$ cat src/design/psw_cfg.svh
// Field positions, masks and reset values of the status word controls.
// Assumes nothing; included by the package and the design modules.
`ifndef PSW_CFG_SVH
`define PSW_CFG_SVH
`define PSW_XLEN      64
`define PSW_W         34
`define PSW_UP        2
`define PSW_SP        20
`define PSW_PP        21
`define PSW_DI        22
`define PSW_SI        23
`define PSW_DB        24
`define PSW_LP        25
`define PSW_TB        26
`define PSW_RT        27
`define PSW_RV_LO     28
`define PSW_RV_HI     31
`define PSW_CPL_LO    32
`define PSW_CPL_HI    33
`define PSW_CPL_MOST  2'h0
`define PSW_IMPL_MASK 34'h3_0FF0_0004
`define PSW_UM_MASK   34'h0_0000_0004
`define PSW_SM_MASK   34'h0_00FF_FFFF
`define PSW_LM_MASK   34'h0_FFFF_FFFF
`define PSW_CPL_MASK  34'h3_0000_0000
`define PSW_INT_KEEP  34'h0_0800_0004
`define PSW_PP_MASK   34'h0_0020_0000
`define PSW_RST_WORD  34'h0_0000_0000
`endif

$ cat src/design/psw_pkg.sv
// Types shared by the status word control modules.
// Assumes psw_cfg.svh is on the include path.
`include "psw_cfg.svh"
package psw_pkg;
  // Implemented slice of the status word, bits 33 down to 0
  typedef logic [`PSW_W-1:0] psw_word_t;
  // Status word update operations seen by this block
  typedef enum logic [3:0] {
    PSW_OP_NONE   = 4'h0,
    PSW_OP_UM_SET = 4'h1,
    PSW_OP_UM_RST = 4'h2,
    PSW_OP_SM_SET = 4'h3,
    PSW_OP_SM_RST = 4'h4,
    PSW_OP_MOV_L  = 4'h5,
    PSW_OP_RFI    = 4'h6,
    PSW_OP_EPC    = 4'h7,
    PSW_OP_BRANCH_RETURN = 4'h8
  } psw_op_t;
endpackage

$ cat src/design/psw_chk_if.sv
// Carrier between the status word register and its check logic.
// Assumes both ends run on one clock; holds no state of its own.
`timescale 1ns/1ps
interface psw_chk_if;
  psw_pkg::psw_word_t word;
  logic       legacy;
  logic       pce;
  logic       tsd;
  logic       pmc_rd;
  logic       itc_rd;
  logic       tsc_rd;
  logic       isa_req;
  logic       isa_sys;
  logic       ibp;
  logic       dbp;
  logic       br_taken;
  logic       br_ok;
  logic [1:0] br_cpl;
  logic       mon_evt;
  logic       gp_flt;
  logic       isa_flt;
  logic       isa_ok;
  logic       preg_flt;
  logic       itc_ok;
  logic       idbg_flt;
  logic       ddbg_flt;
  logic       ldbg_flt;
  logic       ldbg_trap;
  logic       lpt_trap;
  logic       tbr_trap;
  logic       mon_cnt;
  logic       stk_xl;
  logic       stk_en;
  modport ctl (output word, legacy, pce, tsd, pmc_rd, itc_rd, tsc_rd,
               isa_req, isa_sys, ibp, dbp, br_taken, br_ok, br_cpl,
               mon_evt,
               input gp_flt, isa_flt, isa_ok, preg_flt, itc_ok,
               idbg_flt, ddbg_flt, ldbg_flt, ldbg_trap, lpt_trap,
               tbr_trap, mon_cnt, stk_xl, stk_en);
  modport chk (input word, legacy, pce, tsd, pmc_rd, itc_rd, tsc_rd,
               isa_req, isa_sys, ibp, dbp, br_taken, br_ok, br_cpl,
               mon_evt,
               output gp_flt, isa_flt, isa_ok, preg_flt, itc_ok,
               idbg_flt, ddbg_flt, ldbg_flt, ldbg_trap, lpt_trap,
               tbr_trap, mon_cnt, stk_xl, stk_en);
endinterface

$ cat src/design/psw_chk.sv
// Combinational fault and trap decisions from the status word fields.
// Assumes the caller registers every result before it leaves the block.
`timescale 1ns/1ps
`include "psw_cfg.svh"
module psw_chk (
  psw_chk_if.chk c
);
  wire [1:0] cpl;
  wire       nonpriv;
  wire       native;
  // Field views
  assign cpl     = c.word[`PSW_CPL_HI:`PSW_CPL_LO];
  assign nonpriv = cpl != `PSW_CPL_MOST;
  assign native  = ~c.legacy;
  // Monitor and counter read protection
  assign c.gp_flt = (c.pmc_rd & nonpriv &
                     (c.word[`PSW_SP] | ~c.pce)) |
                    (c.tsc_rd & nonpriv &
                     (c.word[`PSW_SI] | c.tsd));
  assign c.preg_flt = c.itc_rd & nonpriv & c.word[`PSW_SI];
  assign c.itc_ok   = c.itc_rd & ~(nonpriv & c.word[`PSW_SI]);
  assign c.mon_cnt  = c.mon_evt & c.word[`PSW_PP];
  // Instruction set switching; system switches are never blocked
  assign c.isa_flt = c.isa_req & c.word[`PSW_DI];
  assign c.isa_ok  = (c.isa_req & ~c.word[`PSW_DI]) | c.isa_sys;
  // Address breakpoints, native and legacy forms
  assign c.idbg_flt = c.ibp & c.word[`PSW_DB] & native;
  assign c.ddbg_flt = c.dbp & c.word[`PSW_DB] & native;
  assign c.ldbg_flt = c.ibp & c.word[`PSW_DB] & c.legacy;
  // Legacy debug trap collects data breakpoints and taken branches
  assign c.ldbg_trap = (c.dbp & c.word[`PSW_DB] & c.legacy) |
                       (c.br_taken & c.br_ok & c.word[`PSW_TB] &
                        c.legacy);
  // Branch traps; rfi and interruptions come in with br_ok low
  assign c.lpt_trap = c.br_taken & c.br_ok & native &
                      c.word[`PSW_LP] & (c.br_cpl > cpl);
  assign c.tbr_trap = c.br_taken & c.br_ok & native &
                      c.word[`PSW_TB];
  // Register stack: off in legacy mode, data translation not consulted
  assign c.stk_en = native;
  assign c.stk_xl = native & c.word[`PSW_RT];
endmodule

$ cat src/design/psw_ctrl.sv
// Status word upper controls: bits 33 to 20 plus the user monitor bit.
// Assumes ops, events and hits arrive one cycle wide from the pipeline.
`timescale 1ns/1ps
`include "psw_cfg.svh"
module psw_ctrl (
  input  wire logic                 sys_clk_i,
  input  wire logic                 reset_i,
  input  wire logic                 op_valid_i,
  input  wire psw_pkg::psw_op_t     op_kind_i,
  input  wire logic [`PSW_XLEN-1:0] op_data_i,
  input  wire logic                 interruption_i,
  input  wire logic                 default_monitor_enable_i,
  input  wire logic                 legacy_mode_i,
  input  wire logic                 legacy_counter_read_permit_i,
  input  wire logic                 legacy_timestamp_disable_i,
  input  wire logic                 perfmon_read_legacy_i,
  input  wire logic                 interval_counter_read_i,
  input  wire logic                 timestamp_read_legacy_i,
  input  wire logic                 isa_switch_req_i,
  input  wire logic                 inst_bp_hit_i,
  input  wire logic                 data_bp_hit_i,
  input  wire logic                 branch_taken_i,
  input  wire logic [1:0]           branch_target_level_i,
  input  wire logic                 priv_monitor_event_i,
  output logic [`PSW_XLEN-1:0]      processor_status_word_o,
  output logic                      gp_fault_o,
  output logic                      isa_switch_fault_o,
  output logic                      isa_switch_grant_o,
  output logic                      priv_reg_fault_o,
  output logic                      interval_counter_read_ok_o,
  output logic                      inst_debug_fault_o,
  output logic                      data_debug_fault_o,
  output logic                      legacy_debug_fault_o,
  output logic                      legacy_debug_trap_o,
  output logic                      lower_priv_trap_o,
  output logic                      taken_branch_trap_o,
  output logic                      priv_monitor_count_o,
  output logic                      stack_xlate_o,
  output logic                      stack_enable_o,
  output logic                      privileged_o
);

  // ****************************************************************
  // Operation decode
  // ****************************************************************

  psw_pkg::psw_word_t word_q;
  psw_pkg::psw_word_t word_d;
  psw_pkg::psw_word_t data_w;
  psw_pkg::psw_word_t um_bits;
  psw_pkg::psw_word_t sm_bits;
  psw_pkg::psw_word_t lm_bits;
  psw_pkg::psw_word_t lvl_word;
  psw_pkg::psw_word_t op_word;
  psw_pkg::psw_word_t int_word;
  psw_pkg::psw_word_t pp_word;
  logic op_go;
  logic is_um_set;
  logic is_um_rst;
  logic is_sm_set;
  logic is_sm_rst;
  logic is_mov_l;
  logic is_rfi;
  logic is_lvl;
  logic um_ok;

  // Legacy code cannot issue native status word ops at all
  assign op_go     = op_valid_i & ~legacy_mode_i;
  assign is_um_set = op_go & (op_kind_i == psw_pkg::PSW_OP_UM_SET);
  assign is_um_rst = op_go & (op_kind_i == psw_pkg::PSW_OP_UM_RST);
  assign is_sm_set = op_go & (op_kind_i == psw_pkg::PSW_OP_SM_SET);
  assign is_sm_rst = op_go & (op_kind_i == psw_pkg::PSW_OP_SM_RST);
  assign is_mov_l  = op_go & (op_kind_i == psw_pkg::PSW_OP_MOV_L);
  assign is_rfi    = op_go & (op_kind_i == psw_pkg::PSW_OP_RFI);
  assign is_lvl    = op_go & ((op_kind_i == psw_pkg::PSW_OP_EPC) |
                              (op_kind_i == psw_pkg::PSW_OP_BRANCH_RETURN));

  // Operand slices; reserved and foreign bits are masked away early
  assign data_w  = op_data_i[`PSW_W-1:0] & `PSW_IMPL_MASK;
  assign um_bits = data_w & `PSW_UM_MASK;
  assign sm_bits = data_w & `PSW_SM_MASK;
  assign lm_bits = data_w & `PSW_LM_MASK;
  assign um_ok   = ~word_q[`PSW_SP];

  // ****************************************************************
  // Next value selection
  // ****************************************************************

  // Level writes touch only the level field
  assign lvl_word = (word_q & ~`PSW_CPL_MASK) |
                    (data_w & `PSW_CPL_MASK);

  // Mask ops cannot reach the level field by construction of the masks
  assign op_word =
    is_um_set ? (um_ok ? (word_q | um_bits) : word_q) :
    is_um_rst ? (um_ok ? (word_q & ~um_bits) : word_q) :
    is_sm_set ? (word_q | sm_bits) :
    is_sm_rst ? (word_q & ~sm_bits) :
    is_mov_l  ? ((word_q & ~`PSW_LM_MASK) | lm_bits) :
    is_rfi    ? data_w :
    is_lvl    ? lvl_word :
    word_q;

  // Interruption keeps stack translation, reloads monitor default
  assign pp_word  = default_monitor_enable_i ? `PSW_PP_MASK
                                              : `PSW_RST_WORD;
  assign int_word = (word_q & `PSW_INT_KEEP) | pp_word;

  // Interruption outranks any op issued in the same cycle
  assign word_d = (interruption_i ? int_word : op_word) &
                  `PSW_IMPL_MASK;

  // ****************************************************************
  // Status word register
  // ****************************************************************

  // Software writes are taken at once; no serialisation modelled here
  always_ff @(posedge sys_clk_i) begin
    if (reset_i) begin
      word_q <= `PSW_RST_WORD;
    end else begin
      word_q <= word_d;
    end
  end

  // ****************************************************************
  // Check logic hookup
  // ****************************************************************

  psw_chk_if chk_bus ();

  // Branch traps skip rfi and interruptions, which also redirect flow
  assign chk_bus.word     = word_q;
  assign chk_bus.legacy   = legacy_mode_i;
  assign chk_bus.pce      = legacy_counter_read_permit_i;
  assign chk_bus.tsd      = legacy_timestamp_disable_i;
  assign chk_bus.pmc_rd   = perfmon_read_legacy_i;
  assign chk_bus.itc_rd   = interval_counter_read_i;
  assign chk_bus.tsc_rd   = timestamp_read_legacy_i;
  assign chk_bus.isa_req  = isa_switch_req_i;
  assign chk_bus.isa_sys  = interruption_i | is_rfi;
  assign chk_bus.ibp      = inst_bp_hit_i;
  assign chk_bus.dbp      = data_bp_hit_i;
  assign chk_bus.br_taken = branch_taken_i;
  assign chk_bus.br_ok    = ~interruption_i & ~is_rfi;
  assign chk_bus.br_cpl   = branch_target_level_i;
  assign chk_bus.mon_evt  = priv_monitor_event_i;

  psw_chk u_chk (
    .c (chk_bus.chk)
  );

  // ****************************************************************
  // Registered outputs
  // ****************************************************************

  // Every result leaves one cycle after its cause, from a flop
  always_ff @(posedge sys_clk_i) begin
    if (reset_i) begin
      gp_fault_o                 <= 1'b0;
      isa_switch_fault_o         <= 1'b0;
      isa_switch_grant_o         <= 1'b0;
      priv_reg_fault_o           <= 1'b0;
      interval_counter_read_ok_o <= 1'b0;
      inst_debug_fault_o         <= 1'b0;
      data_debug_fault_o         <= 1'b0;
      legacy_debug_fault_o       <= 1'b0;
      legacy_debug_trap_o        <= 1'b0;
      lower_priv_trap_o          <= 1'b0;
      taken_branch_trap_o        <= 1'b0;
      priv_monitor_count_o       <= 1'b0;
      stack_xlate_o              <= 1'b0;
      stack_enable_o             <= 1'b0;
      privileged_o               <= 1'b0;
    end else begin
      gp_fault_o                 <= chk_bus.gp_flt;
      isa_switch_fault_o         <= chk_bus.isa_flt;
      isa_switch_grant_o         <= chk_bus.isa_ok;
      priv_reg_fault_o           <= chk_bus.preg_flt;
      interval_counter_read_ok_o <= chk_bus.itc_ok;
      inst_debug_fault_o         <= chk_bus.idbg_flt;
      data_debug_fault_o         <= chk_bus.ddbg_flt;
      legacy_debug_fault_o       <= chk_bus.ldbg_flt;
      legacy_debug_trap_o        <= chk_bus.ldbg_trap;
      lower_priv_trap_o          <= chk_bus.lpt_trap;
      taken_branch_trap_o        <= chk_bus.tbr_trap;
      priv_monitor_count_o       <= chk_bus.mon_cnt;
      stack_xlate_o              <= chk_bus.stk_xl;
      stack_enable_o             <= chk_bus.stk_en;
      privileged_o               <= word_d[`PSW_CPL_HI:`PSW_CPL_LO] ==
                                    `PSW_CPL_MOST;
    end
  end

  // Bits 63 to 34 of the word are outside this block and read zero
  assign processor_status_word_o = {{(`PSW_XLEN-`PSW_W){1'b0}}, word_q};

  logic [1:0] cpl_now;
  assign cpl_now = word_q[`PSW_CPL_HI:`PSW_CPL_LO];
endmodule

$ cat config.mk
export PLATFORM = sky130hd
export DESIGN_NAME = psw_ctrl
export DESIGN_NICKNAME = d
export VERILOG_FILES = /design/src/design/psw_pkg.sv /design/src/design/psw_chk_if.sv /design/src/design/psw_chk.sv /design/src/design/psw_ctrl.sv
export VERILOG_INCLUDE_DIRS = /design/src /design/src/design
export SDC_FILE = /design/constraint.sdc
export NUM_CORES = 1
export LEC_CHECK = 0
export ABC_AREA = 1
export BUFFER_PORTS_ARGS = -buffer_cell sky130_fd_sc_hd__clkbuf_2
export CAP_MARGIN = 10
export CORE_ASPECT_RATIO = 0.9
export CORE_MARGIN = 8
export CORE_UTILIZATION = 30
export DETAILED_ROUTE_END_ITERATION = 10
export MAX_ROUTING_LAYER = met4
export PLACE_DENSITY = 0.76
export SETUP_SLACK_MARGIN = 0.02
export SKIP_LAST_GASP = 1
export SYNTH_ARGS = -nofsm -noshare
export SYNTH_HDL_FRONTEND = slang
export SYNTH_SLANG_ARGS = --single-unit
$ cat constraint.sdc
create_clock -name sys_clk_i -period 1.93 [get_ports sys_clk_i]
set_input_delay 0.2895 -clock sys_clk_i [delete_from_list [all_inputs] [get_ports sys_clk_i]]
set_output_delay 0.2895 -clock sys_clk_i [all_outputs]
set_load 0.02 [all_outputs]
After elaboration in Yosys (flattened, before gate mapping)
Index checks and enable logic that the tools add are counted.

storage, ports and cells
  register bits after elaboration = 49
  logic and storage cells = 101

operators by class
  magnitude comparators = 1
  eq/ne operators = 10
  mux-type cells = 11
  bitwise logic cells = 56
  reductions and logical operators = 4

operators by type and width
  cell                number
  $mux 34             10
  $and 34x34->34      2
  $and 1x1->1         34
  $not 24->34         1
  $not 3->34          1
  $or 32x34->34       1
  $or 34x24->34       1
  $or 34x28->34       1
  $or 34x3->34        1
  $or 28x22->28       1
  $mux 22             1
  $eq 4x3->1 const B  4
  $eq 4x2->1 const B  2
  $reduce_bool 8->1   1
  $or 1x1->1          7
  $ne 3x3->1 const B  2
  $not 1->1           6
  $eq 4x1->1 const B  1
  $eq 4x4->1 const B  1
  $reduce_and 3->1    1
  $gt 2x2->1          1
  $logic_not 2->1     1
  $reduce_bool 2->1   1

Logic depth before layout (Yosys ltp)
  depth after elaboration = 12
  mapped depth = 11
  depth with buffers taken out = 11

By module
Synthesis repeated with hierarchy kept, for this count alone.

unflattened totals
  cells, all modules = 290
  area total of the unflattened synthesis = 1898.1 um2

by module, submodules not included
  module    instances  cells an instance  area an instance (um2)
  psw_ctrl  1          246                1695.4
  psw_chk   1          44                 202.7

Worst setup path before layout
Ideal clock, no wire load.

  path kind = reg-to-reg
  start = register word_q[33], in the netlist chk_bus.word[33]
  end = register lower_priv_trap_o
  setup time = 92 ps
  arrival time = 1182 ps
  path slack = 656 ps
  cell stages (with the launch flop) = 6
  buffers on the path = 0
  cells stage by stage = dfxtp_1 > inv_1 > ha_1 > a21oi_1 > o21ai_0 > nor4_1

on the way
  longest elaborated chain between the ends = 2

RTL lines
  what                      RTL line         RTL
  start: declaration        psw_ctrl.sv:47   psw_pkg::psw_word_t word_q;
  start signal: assignment  psw_ctrl.sv:120  word_q <= `PSW_RST_WORD;
  start signal: assignment  psw_ctrl.sv:122  word_q <= word_d;
  $gt 2x2->1                psw_chk.sv:36    c.word[`PSW_LP] & (c.br_cpl > cpl);
  $and 1x1->1               psw_chk.sv:35    assign c.lpt_trap = c.br_taken & c.br_ok & native &
  end signal: assignment    psw_ctrl.sv:185  lower_priv_trap_o <= chk_bus.lpt_trap;
  end: declaration          psw_ctrl.sv:35   output logic lower_priv_trap_o,

No other way between the ends.
A chain may end at the register's enable or synchronous reset.

Final worst setup path
Ends and elaborated chain as after synthesis.

==> results.py <==
metrics = {
    "run_status": {
        "outcome": "completed",
    },
    "sta": {
        "min_period_ps": 1300,
        "maxSlewViolCount": 0,
        "fmax_ghz": 0.771,
        "rsz0062_at_grt": "no",
        "finalHoldViolations": 0,
        "worst_hold_slack_ps": 224,
        "finClkSkew_ps": 3.09,
        "min_period_over_period": 0.672,
        "finalSetupTns_ps": 0,
        "setup_violations": 0,
        "fin_ws_ps": 633,
    },
    "synthesis": {
        "avgSynthCellArea_um2": 6.54,
        "synth-xor-area-share": 0,
        "yosys.area.top_type_share": 0.277,
        "synth_edf_count": 0,
        "post_synth_mux_area_share": 0,
        "synth_top_family_by_area": "simple AND/OR/NAND/NOR gates",
        "synth_compound_area_frac": 0.0827,
        "synth_common_cells": "56 x nand2_1, 53 x buf_4, 39 x nor2_1, 37 x inv_1, 26 x dfxtp_1",
        "synth_simple_gate_area_frac": 0.323,
        "synth.distinct_cells": 24,
        "synth_seq_cells": 26,
        "synth-seq-area-share": 0.277,
        "netlist_area_um2": 1880,
        "synthAdderAreaFrac": 0.0133,
        "synth_area_leaders": "dfxtp_1 28%, buf_4 21%, nand2_1 11%, nor2_1 7.8%, inv_1 7.4%",
        "synth_ff_type": "dfxtp_1",
        "synth_largest_area_cell": "dfxtp_1",
        "ys_warn_count": 0,
        "synthArstFlopShare": 0,
        "synth_most_common_cell": "nand2_1",
        "synth_cells": 287,
    },
    "die": {
        "die_w_um": 99.4,
        "start_util": 0.309,
        "die-area_um2": 9050,
        "io_pins": 165,
        "rows": 27,
        "coreArea_um2": 6080,
        "chipHeight_um": 91.0,
    },
    "cts": {
        "clockBufferDepth": 2,
        "cts.hold.buffers_added": 0,
        "cts-root-buf": "clkbuf_8",
        "post_cts_buffers": 0,
        "cts_buffers": 3,
        "path_clk_slew_ps": 90,
        "h-tree-depth": 1,
        "numClockSinks": 26,
        "clkLatencyLatePin_ps": 270,
        "cts_tree": "done",
        "post_cts_resized": 0,
    },
    "setup_path": {
        "cp_max_fo": 4,
        "rrSetupSlack_ps": 630,
        "worstPathRequired_ps": 2110,
        "crit_type": "reg -> reg",
        "cp-start-kind": "flip-flop",
        "cp-end-kind": "flip-flop",
        "arrival_ps": 1480,
    },
    "route": {
        "ant_nets": 0,
        "dr_wl_met2_mm": 2.23,
        "met1_length_mm": 2.21,
        "wl_per_cell_um": 11.6,
        "wirelength_mm": 4.85,
        "drt_iter0_drc": 61,
        "via_count": 1706,
        "wl_met3_um": 413,
        "viasPerCell": 4.09,
        "top_layer_used": "met3",
        "drc": 0,
        "first_pass_iters": 4,
    },
    "pwr": {
        "power_leakage_nw": 1.23,
        "vdd_ir_drop_max_uv": 268,
        "finalPower_mw": 1.32,
        "power_per_cell_area_nw_per_um2": 625,
    },
    "global_routing": {
        "grt_use_total": 0.106,
        "grt_max_degree": 16,
        "grt_remaining_overflow": 0,
        "antenna_found_initial": 0,
        "grt_pass1_wl_mm": 7.94,
        "grt_pass1_vias": 1768,
    },
    "place": {
        "place_congestion": 0.871,
        "port_buffers": 58,
        "dp_slack_ps": 419,
        "post-dp-hpwl_mm": 4.20,
    },
    "finish": {
        "fillers": 662,
        "layout.nets": 434,
        "layout-drive-gt1-share": 0.243,
        "num_antenna_cells": 0,
        "syn2layout_area_growth_pct": 12.7,
    },
    "job": {
        "maxCapViolations": 0,
    },
    "min_path": {
        "hold_path.class": "in -> reg",
    },
}
## logic make-up after synthesis
| family | count (synthesis) |
|---|---|
| buf+inv | 98 |
| simple gates | 131 |
| fa+ha+maj | 2 |
| compound gates | 29 |
| flops | 26 |
| other cells | 1 |
## worst paths after layout
check | start | end | cells after the start
hold / removal | priv_monitor_event_i | priv_monitor_count_o$_SDFF_PP0_ | 3
hold reg to reg | chk_bus.word[27]$_SDFFE_PP0P_ | stack_xlate_o$_SDFF_PP0_ | 2
setup reg to reg | chk_bus.word[33]$_SDFF_PP0_ | lower_priv_trap_o$_SDFF_PP0_ | 5
setup / recovery | chk_bus.word[33]$_SDFF_PP0_ | lower_priv_trap_o$_SDFF_PP0_ | 5
## layout make-up
cell class,instances,area [um^2],area share
clock buffer,3,41.3,0.0195
clock inverter,1,30.0,0.0142
inverter,42,158,0.0746
multi-input combinational,215,985,0.466
sequential,26,520,0.246
tap,72,90.1,0.0426
timing repair buffer,58,290,0.137
## critical path: stages (launching register included)
cell,delay (ps)
dfxtp_1,390
inv_1,60
ha_1,280
a21oi_1,140
o21ai_0,110
nor4_1,230
## power breakdown
part           switching, mW  internal (mW)  total, mW  leakage, nW
logic                  0.234         0.0752      0.310        0.986
clock network          0.169          0.277      0.446       0.0357
registers             0.0122          0.554      0.566        0.212
## cell usage in the layout, fill, tap and decap left out
master,synthesis,layout
clkbuf_2,0,58
nand4_1,3,3
a211oi_1,1,1
nor2_8,1,1
nand2_2,6,6
o211ai_1,3,3
dfxtp_1,26,26
nand2_4,3,3
nand2_1,56,56
a21oi_1,10,10
o21ai_0,14,14
conb_1,1,53
nor2_4,2,2
nand3_2,1,1
clkbuf_8,0,3
nor2_1,39,39
nor2_2,4,4
inv_2,5,5
bufinv_16,0,1
inv_1,37,37
nor4_1,1,1
nand3_1,12,12
o21ai_1,1,1
ha_1,2,2
nor3_1,3,3
## metal layers
layer / track usage / up-vias
li1: - / 900
met1: 0.124 / 730
met2: 0.177 / 76
met3: 0.0336 / 0
met4: 0.0113 / 0
met5: - / -
## flip-flops by register name (all words and copies together) (netlist names)
signal / cells
lower_priv_trap_o: 1
stack_enable_o: 1
isa_switch_fault_o: 1
privileged_o: 1
inst_debug_fault_o: 1
priv_reg_fault_o: 1
data_debug_fault_o: 1
gp_fault_o: 1
stack_xlate_o: 1
chk_bus.word: 11
isa_switch_grant_o: 1
legacy_debug_trap_o: 1
legacy_debug_fault_o: 1
interval_counter_read_ok_o: 1
taken_branch_trap_o: 1
priv_monitor_count_o: 1
## metrics by stage
step	utilization	std cells	area (um^2)
final	0.348	417	2110
after CTS	0.348	417	2110
after global routing	0.348	417	2110
after global placement	0.336	413	2040
after detailed placement	0.336	413	2040
after floorplan	-	339	2070
Power figures use the tool's default switching activity.
